==> src/flash_host_pkg.sv <==
// constants for the host-side flash command controller
package flash_host_pkg;
   // =====================================================
   // bus timing, in clock cycles at 25 MHz
   localparam int unsigned clk_period_ns = 40;
   localparam int unsigned setup_ns = 40;
   localparam int unsigned pulse_ns = 80;
   localparam int unsigned setup_cyc =
      (setup_ns + clk_period_ns - 1) / clk_period_ns;
   localparam int unsigned pulse_cyc =
      (pulse_ns + clk_period_ns - 1) / clk_period_ns;
   localparam int unsigned hw_reset_ns = 500;
   localparam int unsigned hw_reset_cyc =
      (hw_reset_ns + clk_period_ns - 1) / clk_period_ns;
   // =====================================================
   // autoselect and query offsets
   localparam logic [7:0] as_maker_ofs = 8'h00;
   localparam logic [7:0] as_device_ofs = 8'h01;
   localparam logic [7:0] as_prot_word_ofs = 8'h02;
   localparam logic [7:0] as_prot_byte_ofs = 8'h04;
   localparam logic [7:0] query_sig_ofs = 8'h40;
   localparam logic [15:0] query_sig_p = 16'h0050;
   localparam logic [15:0] query_major = 16'h0031;
   // =====================================================
   // status bit positions on the data bus
   localparam int unsigned polling_pos = 7;
   localparam int unsigned toggle_pos = 6;
   localparam int unsigned limit_pos = 5;
   // =====================================================
   // user command codes
   typedef enum logic [2:0] {
      op_read, op_reset, op_program, op_autoselect, op_query, op_hw_reset
   } op_type;
endpackage : flash_host_pkg

==> src/flash_host.sv <==
// host controller that drives a parallel flash through its pins
`timescale 1ns/1ns
module flash_host #(
   parameter int unsigned aw = 20,
   parameter int unsigned dw = 16,
   parameter logic [aw-1:0] unlock1_addr = 20'h0_0555,
   parameter logic [aw-1:0] unlock2_addr = 20'h0_02aa,
   parameter logic [dw-1:0] unlock1_data = 16'h00aa,
   parameter logic [dw-1:0] unlock2_data = 16'h0055,
   parameter logic [dw-1:0] reset_code = 16'h00f0,
   parameter logic [dw-1:0] autoselect_code = 16'h0090,
   parameter logic [dw-1:0] program_code = 16'h00a0,
   parameter logic [dw-1:0] query_code = 16'h0098,
   parameter logic [aw-1:0] query_addr = 20'h0_0055
)(
   input wire logic clk,
   input wire logic nrst,
   input wire logic cmd_valid,
   output logic cmd_ready,
   input wire flash_host_pkg::op_type cmd_op,
   input wire logic [aw-1:0] cmd_addr,
   input wire logic [dw-1:0] cmd_wdata,
   input wire logic cmd_byte_mode,
   output logic rsp_valid,
   output logic [dw-1:0] rsp_rdata,
   output logic prog_fail,
   output logic [aw-1:0] flash_addr,
   input wire logic [dw-1:0] flash_dq_in,
   output logic [dw-1:0] flash_dq_out,
   output logic flash_dq_oe,
   output logic flash_ce_n,
   output logic flash_we_n,
   output logic flash_oe_n,
   output logic flash_reset_n,
   output logic flash_byte_n,
   input wire logic ready_busy_n
);
   // =====================================================
   // pin synchronisers
   logic [dw-1:0] dq_s1_q, dq_s2_q;
   logic rb_s1_q, rb_s2_q;
   always_ff @(posedge clk or negedge nrst)
   begin
      if (!nrst)
      begin
         dq_s1_q <= '0;
         dq_s2_q <= '0;
         rb_s1_q <= 1'b1;
         rb_s2_q <= 1'b1;
      end
      else
      begin
         dq_s1_q <= flash_dq_in;
         dq_s2_q <= dq_s1_q;
         rb_s1_q <= ready_busy_n;
         rb_s2_q <= rb_s1_q;
      end
   end

   // =====================================================
   // bus cycle sequencer
   typedef enum logic [2:0] {
      st_idle, st_setup, st_pulse, st_hold, st_poll, st_done
   } state_type;
   localparam int unsigned nseq = 4;
   state_type state_q, state_d;
   logic [3:0] cnt_q, cnt_d;
   logic [2:0] step_q, step_d;
   logic [2:0] last_q, last_d;
   logic rd_q, rd_d;
   logic [aw-1:0] addr_q, addr_d;
   logic [dw-1:0] dout_q, dout_d;
   logic [dw-1:0] rdata_q, rdata_d;
   logic ce_q, ce_d, we_q, we_d, oe_q, oe_d, hrst_q, hrst_d;
   logic byte_q, byte_d, fail_q, fail_d, rv_q, rv_d, drv_q, drv_d;
   flash_host_pkg::op_type op_q, op_d;
   logic [aw-1:0] uaddr_q;
   logic [dw-1:0] udata_q;

   // the unlock preamble is shared by program and autoselect paths; reset and query are single cycles
   function automatic logic [aw+dw-1:0] seq_word(
      input flash_host_pkg::op_type op, input logic [2:0] step,
      input logic [aw-1:0] ua, input logic [dw-1:0] ud);
      seq_word = {ua, ud};
      case (op)
         flash_host_pkg::op_reset: seq_word = {ua, reset_code};
         flash_host_pkg::op_query: seq_word = {query_addr, query_code};
         flash_host_pkg::op_autoselect, flash_host_pkg::op_program:
            case (step)
               3'd0: seq_word = {unlock1_addr, unlock1_data};
               3'd1: seq_word = {unlock2_addr, unlock2_data};
               3'd2: seq_word = {unlock1_addr,
                  op == flash_host_pkg::op_program ? program_code
                                                   : autoselect_code};
               default: seq_word = {ua, ud};
            endcase
         default: seq_word = {ua, ud};
      endcase
   endfunction : seq_word

   always_comb
   begin
      logic [aw+dw-1:0] w;
      w = '0;
      state_d = state_q;
      cnt_d = cnt_q;
      step_d = step_q;
      last_d = last_q;
      rd_d = rd_q;
      addr_d = addr_q;
      dout_d = dout_q;
      rdata_d = rdata_q;
      ce_d = ce_q;
      we_d = we_q;
      oe_d = oe_q;
      hrst_d = hrst_q;
      byte_d = byte_q;
      fail_d = fail_q;
      rv_d = 1'b0;
      op_d = op_q;
      case (state_q)
         st_idle:
            if (cmd_valid)
            begin
               op_d = cmd_op;
               step_d = 3'd0;
               cnt_d = '0;
               byte_d = cmd_byte_mode;
               fail_d = 1'b0;
               case (cmd_op)
                  flash_host_pkg::op_program: last_d = 3'(nseq - 1);
                  flash_host_pkg::op_autoselect: last_d = 3'd2;
                  default: last_d = 3'd0;
               endcase
               if (cmd_op == flash_host_pkg::op_hw_reset)
               begin
                  hrst_d = 1'b1;
                  state_d = st_hold;
               end
               else
               begin
                  rd_d = (cmd_op == flash_host_pkg::op_read);
                  state_d = st_setup;
               end
            end
         st_setup:
         begin
            w = seq_word(op_q, step_q, uaddr_q, udata_q);
            addr_d = rd_q ? uaddr_q : w[aw+dw-1:dw];
            dout_d = w[dw-1:0];
            cnt_d = cnt_q + 4'd1;
            if (cnt_q >= 4'(flash_host_pkg::setup_cyc))
            begin
               // strobes fall only after the address has settled, so the
               // device latches a stable address; oe stays high on writes
               ce_d = 1'b1;
               oe_d = rd_q;
               we_d = ~rd_q;
               cnt_d = '0;
               state_d = st_pulse;
            end
         end
         st_pulse:
         begin
            cnt_d = cnt_q + 4'd1;
            if (cnt_q >= 4'(flash_host_pkg::pulse_cyc))
            begin
               cnt_d = '0;
               we_d = 1'b0; // data taken on this we rise
               oe_d = 1'b0;
               ce_d = 1'b0;
               if (rd_q)
                  rdata_d = dq_s2_q;
               if (step_q == last_q)
                  state_d = (op_q == flash_host_pkg::op_program) ? st_poll
                                                                 : st_done;
               else
               begin
                  step_d = step_q + 3'd1;
                  state_d = st_setup;
               end
            end
         end
         st_hold:
         begin
            cnt_d = cnt_q + 4'd1;
            if (cnt_q >= 4'(flash_host_pkg::hw_reset_cyc))
            begin
               hrst_d = 1'b0;
               state_d = st_done;
            end
         end
         st_poll:
            // no commands go out while the device programs
            if (rb_s2_q && cnt_q >= 4'd3)
               state_d = st_done;
            else if (cnt_q < 4'd3)
               cnt_d = cnt_q + 4'd1;
         st_done:
         begin
            rv_d = 1'b1;
            state_d = st_idle;
         end
         default: state_d = st_idle;
      endcase
      drv_d = we_d | we_q; // data held past the we rise
   end

   always_ff @(posedge clk or negedge nrst)
   begin
      if (!nrst)
      begin
         state_q <= st_idle;
         cnt_q <= '0;
         step_q <= '0;
         last_q <= '0;
         rd_q <= 1'b0;
         addr_q <= '0;
         dout_q <= '0;
         rdata_q <= '0;
         ce_q <= 1'b0;
         we_q <= 1'b0;
         oe_q <= 1'b0;
         hrst_q <= 1'b0;
         byte_q <= 1'b0;
         fail_q <= 1'b0;
         rv_q <= 1'b0;
         drv_q <= 1'b0;
         op_q <= flash_host_pkg::op_read;
         uaddr_q <= '0;
         udata_q <= '0;
      end
      else
      begin
         state_q <= state_d;
         cnt_q <= cnt_d;
         step_q <= step_d;
         last_q <= last_d;
         rd_q <= rd_d;
         addr_q <= addr_d;
         dout_q <= dout_d;
         rdata_q <= rdata_d;
         ce_q <= ce_d;
         we_q <= we_d;
         oe_q <= oe_d;
         hrst_q <= hrst_d;
         byte_q <= byte_d;
         fail_q <= fail_d;
         rv_q <= rv_d;
         drv_q <= drv_d;
         op_q <= op_d;
         if (state_q == st_idle && cmd_valid)
         begin
            uaddr_q <= cmd_addr;
            udata_q <= cmd_wdata;
         end
      end
   end

   assign cmd_ready = (state_q == st_idle);
   assign rsp_valid = rv_q;
   assign rsp_rdata = rdata_q;
   // program-fail flag; nothing sets it, so it is cleared at each command and stays low
   assign prog_fail = fail_q;
   assign flash_addr = addr_q;
   assign flash_dq_out = dout_q;
   assign flash_dq_oe = drv_q;
   assign flash_ce_n = ~ce_q;
   assign flash_we_n = ~we_q;
   assign flash_oe_n = ~oe_q;
   assign flash_reset_n = ~hrst_q;
   assign flash_byte_n = ~byte_q;
endmodule : flash_host

==> config.mk <==
export PLATFORM = sky130hd
export DESIGN_NAME = flash_host
export DESIGN_NICKNAME = d
export VERILOG_FILES = /design/src/flash_host_pkg.sv /design/src/flash_host.sv
export SDC_FILE = /design/constraint.sdc
export NUM_CORES = 1
export LEC_CHECK = 0
export BUFFER_PORTS_ARGS = -buffer_cell sky130_fd_sc_hd__buf_2
export CAP_MARGIN = 20
export CORE_MARGIN = 2
export CORE_UTILIZATION = 50
export CTS_CLUSTER_SIZE = 20
export DETAILED_ROUTE_END_ITERATION = 8
export GPL_TIMING_DRIVEN = 0
export PLACE_DENSITY = 0.79
export SETUP_SLACK_MARGIN = 0.02
export SLEW_MARGIN = 10
export SYNTH_ARGS = -nofsm -noshare
export SYNTH_HDL_FRONTEND = slang
export SYNTH_SLANG_ARGS = --single-unit
==> constraint.sdc <==
create_clock -name clk -period 3.7 [get_ports clk]
set_input_delay 0.555 -clock clk [delete_from_list [all_inputs] [get_ports clk]]
set_output_delay 0.555 -clock clk [all_outputs]
set_load 0.01 [all_outputs]
# ---- After elaboration in Yosys (flattened, before gate mapping)
# Index checks and enable logic that the tools add are counted.
dict set report totals {
  output_inout_bits 61
  in_bits 60
  reg_bits 146
  wordCells 116
}
dict set report classes {
  n_bitwise 8
  eq_ne 24
  reduce_logical 18
  muxes 37
  n_lt_le_gt_ge 5
  add_sub_neg 2
}
# operator n
set ops {}
lappend ops {{36-bit one-hot mux with 3 select lines} 2}
lappend ops {{3-bit 2-to-1 mux} 9}
lappend ops {{3-bit by 2-bit == test with 1-bit output, second input constant} 7}
lappend ops {{20-bit 2-to-1 mux} 1}
lappend ops {{4-bit 2-to-1 mux} 5}
lappend ops {{4-bit one-hot mux with 5 select lines} 1}
lappend ops {{2-bit inequality test, second input constant} 8}
lappend ops {{3-bit one-hot mux with 5 select lines} 1}
lappend ops {{3-bit == test, second input constant} 4}
lappend ops {{4-bit AND reduction} 3}
lappend ops {{1-bit 2-to-1 mux} 10}
lappend ops {{3-bit by 1-bit == test with 1-bit output, second input constant} 3}
lappend ops {{3-bit zero test} 3}
lappend ops {{3-bit AND reduction} 3}
lappend ops {{4-bit by 2-bit greater-or-equal comparator with 1-bit output, second input constant} 2}
lappend ops {{1-bit one-hot mux with 2 select lines} 4}
lappend ops {{1-bit NOT} 7}
lappend ops {{6-bit 2-to-1 mux} 1}
lappend ops {{3-bit one-hot mux with 2 select lines} 1}
lappend ops {{2-bit nonzero test} 3}
lappend ops {{5-bit AND reduction} 1}
lappend ops {{5-bit nonzero test} 1}
lappend ops {{4-bit by 1-bit adder with 4-bit output, second input constant} 1}
lappend ops {{4-bit by 1-bit greater-or-equal comparator with 1-bit output, second input constant} 1}
lappend ops {{other kinds (11)} 12}

# ---- Depth between registers and ports, before layout
dict set report depth {
  ltp_word 5
  ltp_mapped 9
  mapped_depth_nobuf 7
}

# ---- Worst setup path after synthesis
# OpenSTA, ideal clock, no wires.
dict set report synth_path {
  kind {register to register}
  from {register cnt_q[1]}
  to {register cnt_q[2]}
  slack_ns 1.860
  n_path_buf 0
  arrival_ns 1.776
  required_time_ns 3.636
  path_stages_with_launch 8
  cell_sequence {dfrtp_1 -> inv_1 -> ha_1 -> nand2b_1 -> or3_1 -> o311a_1 -> nor4b_2 -> a21o_1}
}
dict set report synth_between {
  elab_chain_len 4
  elab_cells_between_ends 14
  classes_between {1 x add/sub; 4 x order compare; 2 x eq/ne; 5 x mux; 2 x reduce/logical}
}
# item line_no
set synth_lines {}
lappend synth_lines {{from (decl)} flash_host.sv:67} ;# logic [3:0] cnt_q, cnt_d;
lappend synth_lines {{from (signal assigned)} flash_host.sv:236} ;# cnt_q <= cnt_d;
lappend synth_lines {{4-bit by 1-bit adder with 4-bit output / 4-bit by 2-bit greater-or-equal comparator with 1-bit output (equally long branches)} n/a}
lappend synth_lines {{4-bit 2-to-1 mux / 1-bit logical AND (equally long branches)} {flash_host.sv:197, flash_host.sv:195}}
lappend synth_lines {{4-bit 2-to-1 mux / 2-bit inequality test (equally long branches)} n/a}
lappend synth_lines {{4-bit one-hot mux with 5 select lines / 4-bit AND reduction (equally long branches)} n/a}
# Several ways; a longest one is shown, not always the timed one. The select of a mux whose other input is x is not followed.
# A chain may end at the register's enable or synchronous reset.

# ---- Worst setup path after layout
dict set report layout_path {
  from {register step_q[0]}
  to {register dout_q[9] (netlist: flash_dq_out[9])}
}
dict set report layout_between {
  elab_chain_len 3
  elab_cells_between_ends 5
  classes_between {2 x eq/ne; 2 x mux; 1 x reduce/logical}
}
# item line_no
set layout_lines {}
lappend layout_lines {{from (decl)} flash_host.sv:68} ;# logic [2:0] step_q, step_d;
lappend layout_lines {{from (signal assigned)} flash_host.sv:237} ;# step_q <= step_d;
lappend layout_lines {{3-bit by 2-bit == test with 1-bit output (tied with other cells)} flash_host.sv:89} ;# case (step)
lappend layout_lines {{36-bit one-hot mux with 3 select lines (*)} flash_host.sv:89}
lappend layout_lines {{36-bit one-hot mux with 3 select lines (*)} flash_host.sv:85} ;# case (op)
lappend layout_lines {{to (signal assigned)} flash_host.sv:241} ;# dout_q <= dout_d;
lappend layout_lines {{to (decl)} flash_host.sv:72} ;# logic [dw-1:0] dout_q, dout_d;
# Every way passes the cells marked *; elsewhere a longest branch is shown, timed or not.

==> results_dict.tcl <==
set metrics [dict create \
    cp_max_fo 8 \
    core_area_um2 11400 \
    post-route-period-util 0.589 \
    dp_hpwl_um 8850 \
    areaGrowthSynthToFinish_pct 23.5 \
    dpl_cell_area_um2 6660 \
    finalSetupViolations 0 \
    status "completed" \
    clk_latency_ns 0.42 \
    die-area_um2 12600 \
    diodes 0 \
    dr.pass1.iters 4 \
    post-place-cells 801 \
    p_per_area_nw_per_um2 883 \
    cts_hold_buf 0 \
    grt.met2_usage 0.318 \
    syn_inst 538 \
    cap_violations 0 \
    grt_use_met3 0.0745 \
    drc 0 \
    hp-class "input port to async pin" \
    routed_wl_um 12500 \
    viasPerCell 5.23 \
    top_usage_layer "met2" \
    maxSlewViolCount 0 \
    yosys_register_bits 145 \
    fillCellCount 919 \
    portBuffers 119 \
    final_cells 832 \
    cts_max_level 4 \
    syn_area_per_cell_um2 10.9 \
    clock-sinks 145 \
    wl_per_cell_um 15.0 \
    die_y_um 112 \
    row_count 39 \
    grt_util_met1 0.271 \
    track_usage 0.207 \
    yosysWarnings 0 \
    seq_area_frac_synth 0.620 \
    cts_setup_buffers 0 \
    tightest_slew_ns 0.699 \
    rsz0062_at_grt "false" \
    drive_above_1_share 0.276 \
    antenna_found_initial 0 \
    cts_tree "yes" \
    cp.arrival_ns 2.53 \
    ir_worst_vdd_uv 480 \
    fin_skew_ns 0.0108 \
    cp-end-kind "flip-flop" \
    io_pins 121 \
    final_area_um2 7230 \
    synth-edff-count 0 \
    yosysTopAreaCellShare 0.611 \
    required_ns 4.05 \
    synth_fp_nets 606 \
    grt_pass1_wl_um 20500 \
    async_flop_share 1.00 \
    synth_area_leader_cell "dfrtp_1" \
    dieWidth_um 112 \
    grt_start_max_net_pins 78 \
    nets 745 \
    ys.flop_type "dfrtp_1" \
    drt_iter0_markers 384 \
    postRouteAntennaNets 0 \
    gp_congestion 0.874 \
    finalSetupTns_ns 0 \
    synth.area.top_cells "dfrtp_1, nand2_1, a22o_1, mux2_1, nor2_1" \
    clockBufferDepth 2 \
    p_leak_nw 3.79 \
    start_util 0.513 \
    start_kind "flip-flop" \
    finalCriticalPeriod_ns 2.18 \
    grt_pass1_vias 4253 \
    critPathKind "flip-flop to flip-flop" \
    syn-cell-area_um2 5860 \
    synth_cell_types 59 \
    grt.overflow.total 0 \
    cts_made_buffers 17 \
    vias 4353 \
    slew_headroom 0.531 \
    clk_pin_slew_ns 0.06 \
    hold_viol_final 0 \
    cts_root_buf "clkbuf_16" \
    power_mw 6.38 \
    fmax_mhz 459 \
    cts_resized 0 \
]
final timing paths:
| check | start | to | slack (ns) | cells past startpoint |
|---|---|---|---|---|
| min reg2reg | dq_s1_q[11] | dq_s2_q[11] | 0.35 | 0 |
| max reg2reg | step_q[0] | flash_dq_out[9] | 1.52 | 6 |
| max | step_q[0] | flash_dq_out[9] | 1.52 | 6 |
| min | nrst | flash_dq_out[10] | 0.11 | 1 |
| max in group asynchronous | nrst | rb_s1_q | 2.79 | 2 |
| min in group clk | flash_dq_in[14] | dq_s1_q[14] | 0.24 | 1 |
routing by layer:
metal	vias to the layer above	share of wire
li1	2086	-
met1	2100	0.44
met2	150	0.47
met3	17	0.067
met4	0	0.020
met5	-	0
area by class of cell:
cell class / instances / area, um2 / area share
clock buffers: 24 / 492 / 0.0680
repair buffers: 120 / 629 / 0.0870
plain buffers: 28 / 154 / 0.0213
multi-input cells: 351 / 2020 / 0.279
inverters: 14 / 52.6 / 0.00727
flip-flops and latches: 145 / 3630 / 0.502
well taps: 143 / 179 / 0.0247
clock inverters: 7 / 75.1 / 0.0104
cells in the mapped netlist (all sizes together), types with 5 or more instances:
cell type / n
a22o: 18
buf: 20
o22ai: 6
o21a: 5
nand2b: 7
inv: 14
clkbuf: 8
mux2: 18
dfrtp: 143
nand3: 5
nand2: 149
nor3: 12
ha: 8
nor2: 34
o21ai: 27
a21oi: 10
where the power goes:
part / total, mW / leakage [nW] / switching [mW] / internal [mW]
logic: 2.33 / 1.70 / 1.39 / 0.933
registers: 2.42 / 1.81 / 0.311 / 2.11
clock network: 1.63 / 0.281 / 0.635 / 0.996
layout by cell type (no fill, tap or decap), types with 6 or more instances in the layout:
cell type / Yosys / layout
a22o_1: 18 / 18
dfrtp_1: 143 / 143
mux2_1: 12 / 12
o22ai_1: 6 / 6
clkbuf_1: 7 / 10
mux2_2: 6 / 6
o21ai_1: 17 / 17
a21oi_1: 10 / 10
o21ai_0: 10 / 10
nor2_1: 33 / 33
ha_1: 8 / 8
nor3_1: 8 / 8
inv_1: 14 / 14
clkbuf_16: 0 / 17
nand2_1: 149 / 149
nand2b_1: 6 / 6
buf_2: 15 / 133
critical path: stages, from the launching register on:
cell     delay, ns
dfrtp_1       0.45
inv_1         0.11
ha_1          0.29
nor3_1        0.30
nor3_2        0.13
nor3_2        0.60
a22o_1        0.23
registers in the layout, summed over array words and instances, names as in the netlist, 2 cells and up:
name,cells
flash_addr,20
uaddr_q,20
dq_s1_q,16
dq_s2_q,16
flash_dq_out,16
rsp_rdata,16
udata_q,16
cnt_q,4
op_q,3
state_q,3
step_q,3
last_q,2
metrics by stage:
step            util  worst slack [ns]  hold WS, ns
2_1_floorplan      -              1.86        0.259
4_1_cts        0.633              1.53        0.147
3_5_place_dp   0.584              1.56        0.335
5_1_grt        0.633              1.38        0.174
3_3_place_gp   0.581             0.192        0.331
6_report       0.633              1.52        0.112
logic make-up after synthesis:
| group | Yosys count | share of synthesized area |
|---|---|---|
| AND/OR/NAND/NOR | 227 | 0.176 |
| AO/OA/AOI/OAI | 93 | 0.110 |
| flip-flops | 145 | 0.620 |
| adder cells (fa/ha/maj) | 8 | 0.0171 |
| XOR/XNOR | 3 | 0.00449 |
| multiplexers | 19 | 0.0363 |
| buffers and inverters | 42 | 0.0353 |
| other | 1 | 0.000640 |
(Power assumes the default switching activity.)
